===== src/hw/sfc_pkg.sv =====
/*
 * sfc_pkg: register map, field positions, reset values and carrier types
 * of the sample buffer control block.
 * assumes: a 16-bit register port addressed by register index.
 */
package sfc_pkg;

   localparam int ADDR_W = 8;
   localparam int DATA_W = 16;
   localparam int WORD_W = 24;
   localparam int LEVEL_W = 14;
   localparam int IRQ_W = 4;

   // register indexes
   localparam logic [ADDR_W-1:0] ADDR_CONTROL_STATUS = 8'h10;
   localparam logic [ADDR_W-1:0] ADDR_THRESHOLD = 8'h11;
   localparam logic [ADDR_W-1:0] ADDR_TEST_WRITE = 8'h12;
   localparam logic [ADDR_W-1:0] ADDR_ERROR = 8'h15;
   localparam logic [ADDR_W-1:0] ADDR_IRQ_STATUS = 8'h20;
   localparam logic [ADDR_W-1:0] ADDR_IRQ_MASK = 8'h21;

   // buffer_control_status fields
   localparam int BIT_RESET = 15;
   localparam int BIT_UNDERFLOW = 14;
   localparam int BIT_OVERFLOW = 13;
   localparam int BIT_FULL = 12;
   localparam int BIT_ALMOST_FULL = 11;
   localparam int BIT_EMPTY = 10;
   localparam int COUNT_LSB = 0;
   localparam int COUNT_BITS = 8;

   // error register fields
   localparam int BIT_CLEAR_ERRORS = 15;
   localparam int BIT_ERR_UNDERFLOW = 7;
   localparam int BIT_ERR_OVERFLOW = 6;

   // test write pairing
   localparam int LOW_BITS = 16;
   localparam int HIGH_BITS = 8;

   // interrupt status and mask bits
   localparam int IRQ_OVERFLOW = 0;
   localparam int IRQ_UNDERFLOW = 1;
   localparam int IRQ_ALMOST_FULL = 2;
   localparam int IRQ_RESET_DONE = 3;

   // buffer reset length in clock cycles
   localparam int RST_CNT_W = 3;
   localparam logic [RST_CNT_W-1:0] RESET_CYCLES = 3'h4;
   localparam logic [RST_CNT_W-1:0] RESET_LAST = 3'h1;

   localparam logic [LEVEL_W-1:0] THRESHOLD_RESET = 14'h0000;
   localparam logic [IRQ_W-1:0] IRQ_RESET = 4'h0;
   localparam logic [DATA_W-1:0] READ_ZERO = 16'h0000;

   typedef struct packed {
      logic                wr;
      logic                rd;
      logic [ADDR_W-1:0]   addr;
      logic [DATA_W-1:0]   wdata;
   } sfc_reg_req_t;

   typedef struct packed {
      logic                valid;
      logic [WORD_W-1:0]   data;
   } sfc_sample_t;

endpackage : sfc_pkg


===== src/hw/sfc_sample_fifo_control.sv =====
/*
 * sfc_sample_fifo_control: sample buffer with self-clearing buffer reset,
 * full, almost-full and empty flags, guarded overflow and underflow,
 * a paired test write path, error bits and a masked interrupt.
 * assumes: one clock, register strobes one cycle long and never together,
 * acquisition writes and host pops arrive as one-cycle requests.
 */
module sfc_sample_fifo_control #(
   parameter int DEPTH = 64
) (
   input  wire logic               clk_sys,
   input  wire logic               rst_n,
   input  wire sfc_pkg::sfc_reg_req_t regReq,
   output      logic [15:0]        regRdData,
   input  wire sfc_pkg::sfc_sample_t  acqSample,
   input  wire logic               acqIdle,
   input  wire logic               popReq,
   output      sfc_pkg::sfc_sample_t  popSample,
   output      logic               irq
);
   import sfc_pkg::*;

   localparam int AW = (DEPTH > 1) ? $clog2(DEPTH) : 1;
   localparam int CW = $clog2(DEPTH + 1);
   localparam int LW = (CW > LEVEL_W) ? CW + 1 : LEVEL_W + 1;
   localparam logic [AW-1:0] PTR_LAST = AW'(DEPTH - 1);
   localparam logic [CW-1:0] COUNT_MAX = CW'(DEPTH);

   // buffer reset sequencer states
   typedef enum logic {
      FLUSH_IDLE,
      FLUSH_RUN
   } sfc_flush_state_t;

   function automatic logic hit(
      input logic [ADDR_W-1:0] addr,
      input logic [ADDR_W-1:0] target
   );
      hit = (addr == target);
   endfunction : hit

   function automatic logic [AW-1:0] advance(input logic [AW-1:0] ptr);
      advance = (ptr == PTR_LAST) ? '0 : ptr + AW'(1);
   endfunction : advance

   logic [WORD_W-1:0]    mem [DEPTH];
   logic [AW-1:0]        wrPtr;
   logic [AW-1:0]        rdPtr;
   logic [CW-1:0]        count;
   sfc_flush_state_t     flushState;
   logic                 resetBusy;
   logic [RST_CNT_W-1:0] resetCnt;
   logic [LEVEL_W-1:0]   threshold;
   logic [LEVEL_W-1:0]   activeLevel;
   logic                 underflowFlag;
   logic                 overflowFlag;
   logic                 errUnderflow;
   logic                 errOverflow;
   logic                 testHalf;
   logic [LOW_BITS-1:0]  testLow;
   logic [IRQ_W-1:0]     irqStatus;
   logic [IRQ_W-1:0]     irqMask;
   logic                 almostFullPrev;

   logic                 wrControl;
   logic                 wrThreshold;
   logic                 wrTest;
   logic                 wrError;
   logic                 wrIrqStatus;
   logic                 wrIrqMask;
   logic                 resetStart;
   logic                 resetDone;
   logic                 testPush;
   logic                 pushReq;
   logic [WORD_W-1:0]    pushData;
   logic                 fullFlag;
   logic                 emptyFlag;
   logic                 almostFullFlag;
   logic                 pushOk;
   logic                 popOk;
   logic                 pushReject;
   logic                 popReject;
   logic                 clearErrors;
   logic [IRQ_W-1:0]     irqEvents;

   // register write decode
   always_comb begin
      wrControl   = regReq.wr && hit(regReq.addr, ADDR_CONTROL_STATUS);
      wrThreshold = regReq.wr && hit(regReq.addr, ADDR_THRESHOLD);
      wrTest      = regReq.wr && hit(regReq.addr, ADDR_TEST_WRITE);
      wrError     = regReq.wr && hit(regReq.addr, ADDR_ERROR);
      wrIrqStatus = regReq.wr && hit(regReq.addr, ADDR_IRQ_STATUS);
      wrIrqMask   = regReq.wr && hit(regReq.addr, ADDR_IRQ_MASK);
   end

   assign resetBusy   = (flushState == FLUSH_RUN);
   assign resetStart  = wrControl && regReq.wdata[BIT_RESET] && !resetBusy;
   assign resetDone   = resetBusy && (resetCnt == RESET_LAST);
   assign clearErrors = wrError && regReq.wdata[BIT_CLEAR_ERRORS];

   // buffer state flags
   assign fullFlag  = (count == COUNT_MAX);
   assign emptyFlag = (count == '0);
   assign almostFullFlag = (activeLevel != '0)
      && (LW'(count) >= LW'(activeLevel));

   // push source: acquisition datapath or completed test pair
   assign testPush = wrTest && acqIdle && testHalf;
   assign pushReq  = !resetBusy && (acqSample.valid || testPush);
   assign pushData = testPush
      ? {regReq.wdata[HIGH_BITS-1:0], testLow}
      : acqSample.data;

   assign pushOk     = pushReq && !fullFlag;
   assign pushReject = pushReq && fullFlag;
   assign popOk      = !resetBusy && popReq && !emptyFlag;
   assign popReject  = !resetBusy && popReq && emptyFlag;

   // buffer reset sequencer
   always_ff @(posedge clk_sys or negedge rst_n) begin
      if (!rst_n) begin
         flushState <= FLUSH_IDLE;
         resetCnt   <= '0;
      end else begin
         unique case (flushState)
            FLUSH_IDLE: begin
               if (resetStart) begin
                  flushState <= FLUSH_RUN;
                  resetCnt   <= RESET_CYCLES;
               end
            end
            FLUSH_RUN: begin
               if (resetDone) begin
                  flushState <= FLUSH_IDLE;
                  resetCnt   <= '0;
               end else begin
                  resetCnt <= resetCnt - RST_CNT_W'(1);
               end
            end
         endcase
      end
   end

   // threshold register and the level in force
   always_ff @(posedge clk_sys or negedge rst_n) begin
      if (!rst_n) begin
         threshold   <= THRESHOLD_RESET;
         activeLevel <= THRESHOLD_RESET;
      end else begin
         if (wrThreshold) begin
            threshold <= regReq.wdata[LEVEL_W-1:0];
         end
         if (resetBusy) begin
            activeLevel <= threshold;
         end
      end
   end

   // sample storage, written only on an accepted push
   always_ff @(posedge clk_sys) begin
      if (pushOk) begin
         mem[wrPtr] <= pushData;
      end
   end

   // pointers and count
   always_ff @(posedge clk_sys or negedge rst_n) begin
      if (!rst_n) begin
         wrPtr <= '0;
         rdPtr <= '0;
         count <= '0;
      end else if (resetBusy) begin
         wrPtr <= '0;
         rdPtr <= '0;
         count <= '0;
      end else begin
         if (pushOk) begin
            wrPtr <= advance(wrPtr);
         end
         if (popOk) begin
            rdPtr <= advance(rdPtr);
         end
         if (pushOk && !popOk) begin
            count <= count + CW'(1);
         end else if (popOk && !pushOk) begin
            count <= count - CW'(1);
         end
      end
   end

   // pop answer, one cycle after the request
   always_ff @(posedge clk_sys or negedge rst_n) begin
      if (!rst_n) begin
         popSample <= '0;
      end else begin
         popSample.valid <= popOk;
         if (popOk) begin
            popSample.data <= mem[rdPtr];
         end
      end
   end

   // test write pairing
   always_ff @(posedge clk_sys or negedge rst_n) begin
      if (!rst_n) begin
         testHalf <= 1'b0;
         testLow  <= '0;
      end else if (resetBusy) begin
         testHalf <= 1'b0;
         testLow  <= '0;
      end else if (wrTest && acqIdle) begin
         testHalf <= !testHalf;
         if (!testHalf) begin
            testLow <= regReq.wdata[LOW_BITS-1:0];
         end
      end
   end

   // control-register error flags, cleared by buffer reset
   always_ff @(posedge clk_sys or negedge rst_n) begin
      if (!rst_n) begin
         underflowFlag <= 1'b0;
         overflowFlag  <= 1'b0;
      end else begin
         if (popReject) begin
            underflowFlag <= 1'b1;
         end else if (resetBusy) begin
            underflowFlag <= 1'b0;
         end
         if (pushReject) begin
            overflowFlag <= 1'b1;
         end else if (resetBusy) begin
            overflowFlag <= 1'b0;
         end
      end
   end

   // error register bits, latched until the clear command
   always_ff @(posedge clk_sys or negedge rst_n) begin
      if (!rst_n) begin
         errUnderflow <= 1'b0;
         errOverflow  <= 1'b0;
      end else begin
         if (popReject) begin
            errUnderflow <= 1'b1;
         end else if (clearErrors) begin
            errUnderflow <= 1'b0;
         end
         if (pushReject) begin
            errOverflow <= 1'b1;
         end else if (clearErrors) begin
            errOverflow <= 1'b0;
         end
      end
   end

   // interrupt events, sticky status and mask
   always_ff @(posedge clk_sys or negedge rst_n) begin
      if (!rst_n) begin
         almostFullPrev <= 1'b0;
      end else begin
         almostFullPrev <= almostFullFlag;
      end
   end

   always_comb begin
      irqEvents                  = '0;
      irqEvents[IRQ_OVERFLOW]    = pushReject;
      irqEvents[IRQ_UNDERFLOW]   = popReject;
      irqEvents[IRQ_ALMOST_FULL] = almostFullFlag && !almostFullPrev;
      irqEvents[IRQ_RESET_DONE]  = resetDone;
   end

   always_ff @(posedge clk_sys or negedge rst_n) begin
      if (!rst_n) begin
         irqStatus <= IRQ_RESET;
      end else if (wrIrqStatus) begin
         irqStatus <= (irqStatus & ~regReq.wdata[IRQ_W-1:0]) | irqEvents;
      end else begin
         irqStatus <= irqStatus | irqEvents;
      end
   end

   always_ff @(posedge clk_sys or negedge rst_n) begin
      if (!rst_n) begin
         irqMask <= IRQ_RESET;
      end else if (wrIrqMask) begin
         irqMask <= regReq.wdata[IRQ_W-1:0];
      end
   end

   always_ff @(posedge clk_sys or negedge rst_n) begin
      if (!rst_n) begin
         irq <= 1'b0;
      end else begin
         irq <= |(irqStatus & irqMask);
      end
   end

   // register read, data in the cycle after the strobe only
   always_ff @(posedge clk_sys or negedge rst_n) begin
      if (!rst_n) begin
         regRdData <= READ_ZERO;
      end else begin
         regRdData <= READ_ZERO;
         if (regReq.rd) begin
            if (hit(regReq.addr, ADDR_CONTROL_STATUS)) begin
               regRdData[BIT_RESET]       <= resetBusy;
               regRdData[BIT_UNDERFLOW]   <= underflowFlag;
               regRdData[BIT_OVERFLOW]    <= overflowFlag;
               regRdData[BIT_FULL]        <= fullFlag;
               regRdData[BIT_ALMOST_FULL] <= almostFullFlag;
               regRdData[BIT_EMPTY]       <= emptyFlag;
               regRdData[COUNT_LSB +: COUNT_BITS] <=
                  COUNT_BITS'(count);
            end else if (hit(regReq.addr, ADDR_THRESHOLD)) begin
               regRdData[LEVEL_W-1:0] <= threshold;
            end else if (hit(regReq.addr, ADDR_ERROR)) begin
               regRdData[BIT_ERR_UNDERFLOW] <= errUnderflow;
               regRdData[BIT_ERR_OVERFLOW]  <= errOverflow;
            end else if (hit(regReq.addr, ADDR_IRQ_STATUS)) begin
               regRdData[IRQ_W-1:0] <= irqStatus;
            end else if (hit(regReq.addr, ADDR_IRQ_MASK)) begin
               regRdData[IRQ_W-1:0] <= irqMask;
            end
         end
      end
   end

endmodule : sfc_sample_fifo_control


===== config.mk =====
export PLATFORM = sky130hd
export DESIGN_NAME = sfc_sample_fifo_control
export DESIGN_NICKNAME = d
export VERILOG_FILES = /design/src/hw/sfc_pkg.sv /design/src/hw/sfc_sample_fifo_control.sv
export SDC_FILE = /design/constraint.sdc
export NUM_CORES = 2
export LEC_CHECK = 0
export BUFFER_PORTS_ARGS = -buffer_cell sky130_fd_sc_hd__buf_4
export CAP_MARGIN = 20
export CORE_MARGIN = 1
export CORE_UTILIZATION = 30
export CTS_BUF_LIST = sky130_fd_sc_hd__clkbuf_4 sky130_fd_sc_hd__clkbuf_8 sky130_fd_sc_hd__clkbuf_16
export DETAILED_ROUTE_END_ITERATION = 7
export PLACE_DENSITY = 0.5
export SYNTH_ARGS = -nofsm -noshare
export SYNTH_HDL_FRONTEND = slang
export SYNTH_SLANG_ARGS = --single-unit
export TNS_END_PERCENT = 20

===== constraint.sdc =====
create_clock -name clk_sys -period 8.45 [get_ports clk_sys]
set_input_delay 0.845 -clock clk_sys [delete_from_list [all_inputs] [get_ports clk_sys]]
set_output_delay 0.845 -clock clk_sys [all_outputs]
set_load 0.1 [all_outputs]

==> results.toml <==
[die]
die_x_um = 464.5
start_util_pct = 30.23
fp-row-count = 169
dieArea_um2 = 215800
coreArea_um2 = 212300
io_pins = 97
die_h_um = 464.5

[sta]
slew_headroom_pct = 27.61
rsz0062_at_grt = "no"
hold_viol = 0
setup_viol = 0
fmax_mhz = 227.9
period_share_pct = 51.92
period_needed_ns = 4.387
slew_viol_final = 0
tns_ns = 0
worst_slew_pin_slew_ns = 1.076
hold_ws_ns = 0.2836
clock_skew_ns = 0.03121

[hold_path]
hold-path-cell-count = 2
whs_endpoint = "testLow[12]"
hold_path.startpoint = "regReq[12]"
hold_class = "input port to flop"

[placement]
dp_hpwl_mm = 96.78
portBuffers = 96
place_congestion = 0.9608

[final_layout]
regArea_um2 = 49210
fillerInstances = 19880
final_util_pct = 35.09
area_delta_synth_final_pct = 16.09
drive_gt1_share_pct = 22.14
final_common_cell = "edfxtp_1"
multi_input_area_um2 = 14320
final_cell_mix = "edfxtp_1, mux2i_1, buf_4"
nNetsFinal = 3627

[synthesis]
synthMuxAreaShare_pct = 13.63
ys_seq_area_share_pct = 76.67
synth_top_family_by_area = "multiplexers"
synth_edf_count = 1536
async_flop_share_pct = 7.414
ys.flop_type = "edfxtp_1"
syn_nets = 3425
synthAdderAreaFrac_pct = 0.3627
syn_avg_cell_area_um2 = 19.14
netlist_area_um2 = 64170
synth_seq_cells = 1659
synthXorXnorAreaFrac_pct = 0.1092
synth_cell_type_count = 64
synth-compound-area-share_pct = 5.247
synth_warnings = 0
synth_cells = 3352
synth-simple-area-share_pct = 2.558

[detailed_routing]
drt-initial-drc-count = 2754
drtPass1Iterations = 7
wire_per_inst_um = 25.88
wl_met2_mm = 76.33
num_vias = 32440
vias_per_cell = 4.973
met3RoutedLength_mm = 8.371
drc = 0
ant_nets = 0
drt-total-wl_mm = 168.8
wl_met1_mm = 79.80
top_layer = "met4"

[power_and_ir_drop]
p_int_mw = 15.82
swShare_pct = 31.43
clkPwrFrac_pct = 32.4
vdd_drop_max_v = 0.0003221
p_per_area_nw_per_um2 = 309.8
pwr-share-comb_pct = 25.3
p_seq_share_pct = 42.3
p_leak_nw = 24.59
switchingPower_mw = 7.252

[worst_setup_path]
criticalPathCategory = "flop to flop"
cp.arrival_ns = 4.86
rr_endpoint = "mem[1][1]"
reg2reg_from = "testHalf"
cp-end-kind = "flop"
r2r_cells = 6
rrSetupSlack_ns = 4.06
cp_max_fo = 27
worst_setup_path_start_kind = "flop"
required_ns = 8.93

[cts]
cts_setup_buffers = 0
root_buffer = "clkbuf_16"
numCtsBuffers = 173
cts_tree = "built"
clock-sinks = 1659
cts_resized = 0
clk_pin_slew_ns = 0.06
clk_latency_ns = 0.80
cts_buffer_depth = 3
htree_levels = 4

[run_status]
run_status = "finished, final reports clean"

[global_route]
antenna_found_initial = 3
grt_pass1_vias = 32230
grt_use_total_pct = 15.43
grt_pass1_wl_mm = 241.4
grt_max_degree = 108
grt-ovfl-total = 0

[run]
maxCapViolations = 0
## stage by stage
step           instance area, um2  instances  worst slack (ns)  total power, mW
3_5_place_dp                68860       6199             3.313            15.80
4_1_cts                     74480       6520             4.078            23.28
3_3_place_gp                68840       6198             3.407            15.78
2_1_floorplan               64170       3352             4.558            13.69
6_report                    74490       6524             4.063            23.07
5_1_grt                     74480       6520             3.910            23.88
## per-layer routing
| layer | vias up | GRT usage, % |
|---|---|---|
| li1 | 14170 | - |
| met1 | 17250 | 22.76 |
| met2 | 837 | 23.21 |
| met3 | 188 | 2.522 |
| met4 | 0 | 4.651 |
| met5 | - | 0 |
## sequential cells by signal (all words and copies together), names as in the netlist, 3 cells and up
name	flops
mem	1536
popSample	25
regRdData	16
testLow	16
activeLevel	14
threshold	14
count	7
rdPtr	6
wrPtr	6
irqMask	4
irqStatus	4
resetCnt	3
## cell families after synthesis
| group | count (synthesis) |
|---|---|
| flip-flops | 1659 |
| multiplexers | 657 |
| AO/OA/AOI/OAI | 469 |
| AND/OR/NAND/NOR | 326 |
| buffers and inverters | 215 |
| adder cells (fa/ha/maj) | 18 |
| XOR/XNOR | 8 |
## synthesized netlist by cell type, types with 4 or more instances
cell type / n / area share, %
buf_2: 61 / 0.48
nand4_1: 5 / 0.049
nor2_1: 91 / 0.53
nand2b_1: 6 / 0.059
nor4_1: 28 / 0.27
inv_1: 19 / 0.11
mux2i_1: 434 / 6.8
o21ai_0: 49 / 0.38
a21oi_1: 34 / 0.27
a31oi_1: 48 / 0.47
buf_1: 22 / 0.13
nand2_1: 90 / 0.53
ha_1: 17 / 0.33
a221oi_1: 48 / 0.66
clkbuf_1: 109 / 0.64
a222oi_1: 4 / 0.062
mux4_2: 168 / 5.9
a22o_1: 91 / 1.2
nand3_1: 14 / 0.11
dfrtp_1: 123 / 4.8
o22ai_1: 120 / 1.2
nor3_1: 29 / 0.23
a22oi_1: 32 / 0.37
mux2_2: 55 / 0.97
nand4b_1: 5 / 0.068
nand3b_1: 6 / 0.070
edfxtp_1: 1536 / 72
a221o_1: 23 / 0.36
nor2b_1: 13 / 0.13
xor2_1: 7 / 0.096
and2_1: 6 / 0.059
a21o_1: 5 / 0.059
and3_1: 9 / 0.088
## cell type report
type / count / share of cell area, %
diodes: 4 / 0.01344
clock buffers: 236 / 6.599
clock inverters: 84 / 0.9356
inverters: 19 / 0.09574
multi-input cells: 1478 / 19.22
flip-flops and latches: 1659 / 66.06
well taps: 2821 / 4.738
repair buffers: 223 / 2.328
## power by group through the flow
stage,clock [mW],sequential (mW),combinational (mW)
CTS,7.64,9.76,5.88
global route,7.95,9.78,6.15
detailed placement,0,9.93,5.87
floorplan,0,10.1,3.60
global placement,0,9.92,5.86
finish,7.48,9.75,5.85
## critical path, cell delays in order (launching register included)
cell      delay [ns]
dfrtp_1         0.43
and4_1          0.26
nand3_4         0.36
a211oi_2        0.91
nand3_1         0.89
nor2_2          0.83
buf_4           0.36
## worst max-delay path by stage
stage	startpoint	to	slack, ns
after detailed placement	regReq[21]	mem[1][23]	3.31
after CTS	testHalf	mem[1][23]	4.08
after global routing	testHalf	count[6]	3.91
after floorplan	regReq[16]	count[6]	4.56
final	testHalf	mem[1][1]	4.06
after global placement	regReq[21]	count[6]	3.41
## repair_timing
item	CTS	global route
setup endpoints to repair	0	0
hold buffers	1	0
endpoints found under the hold margin	18	0
Note: power is estimated with default switching activity, not from simulation.
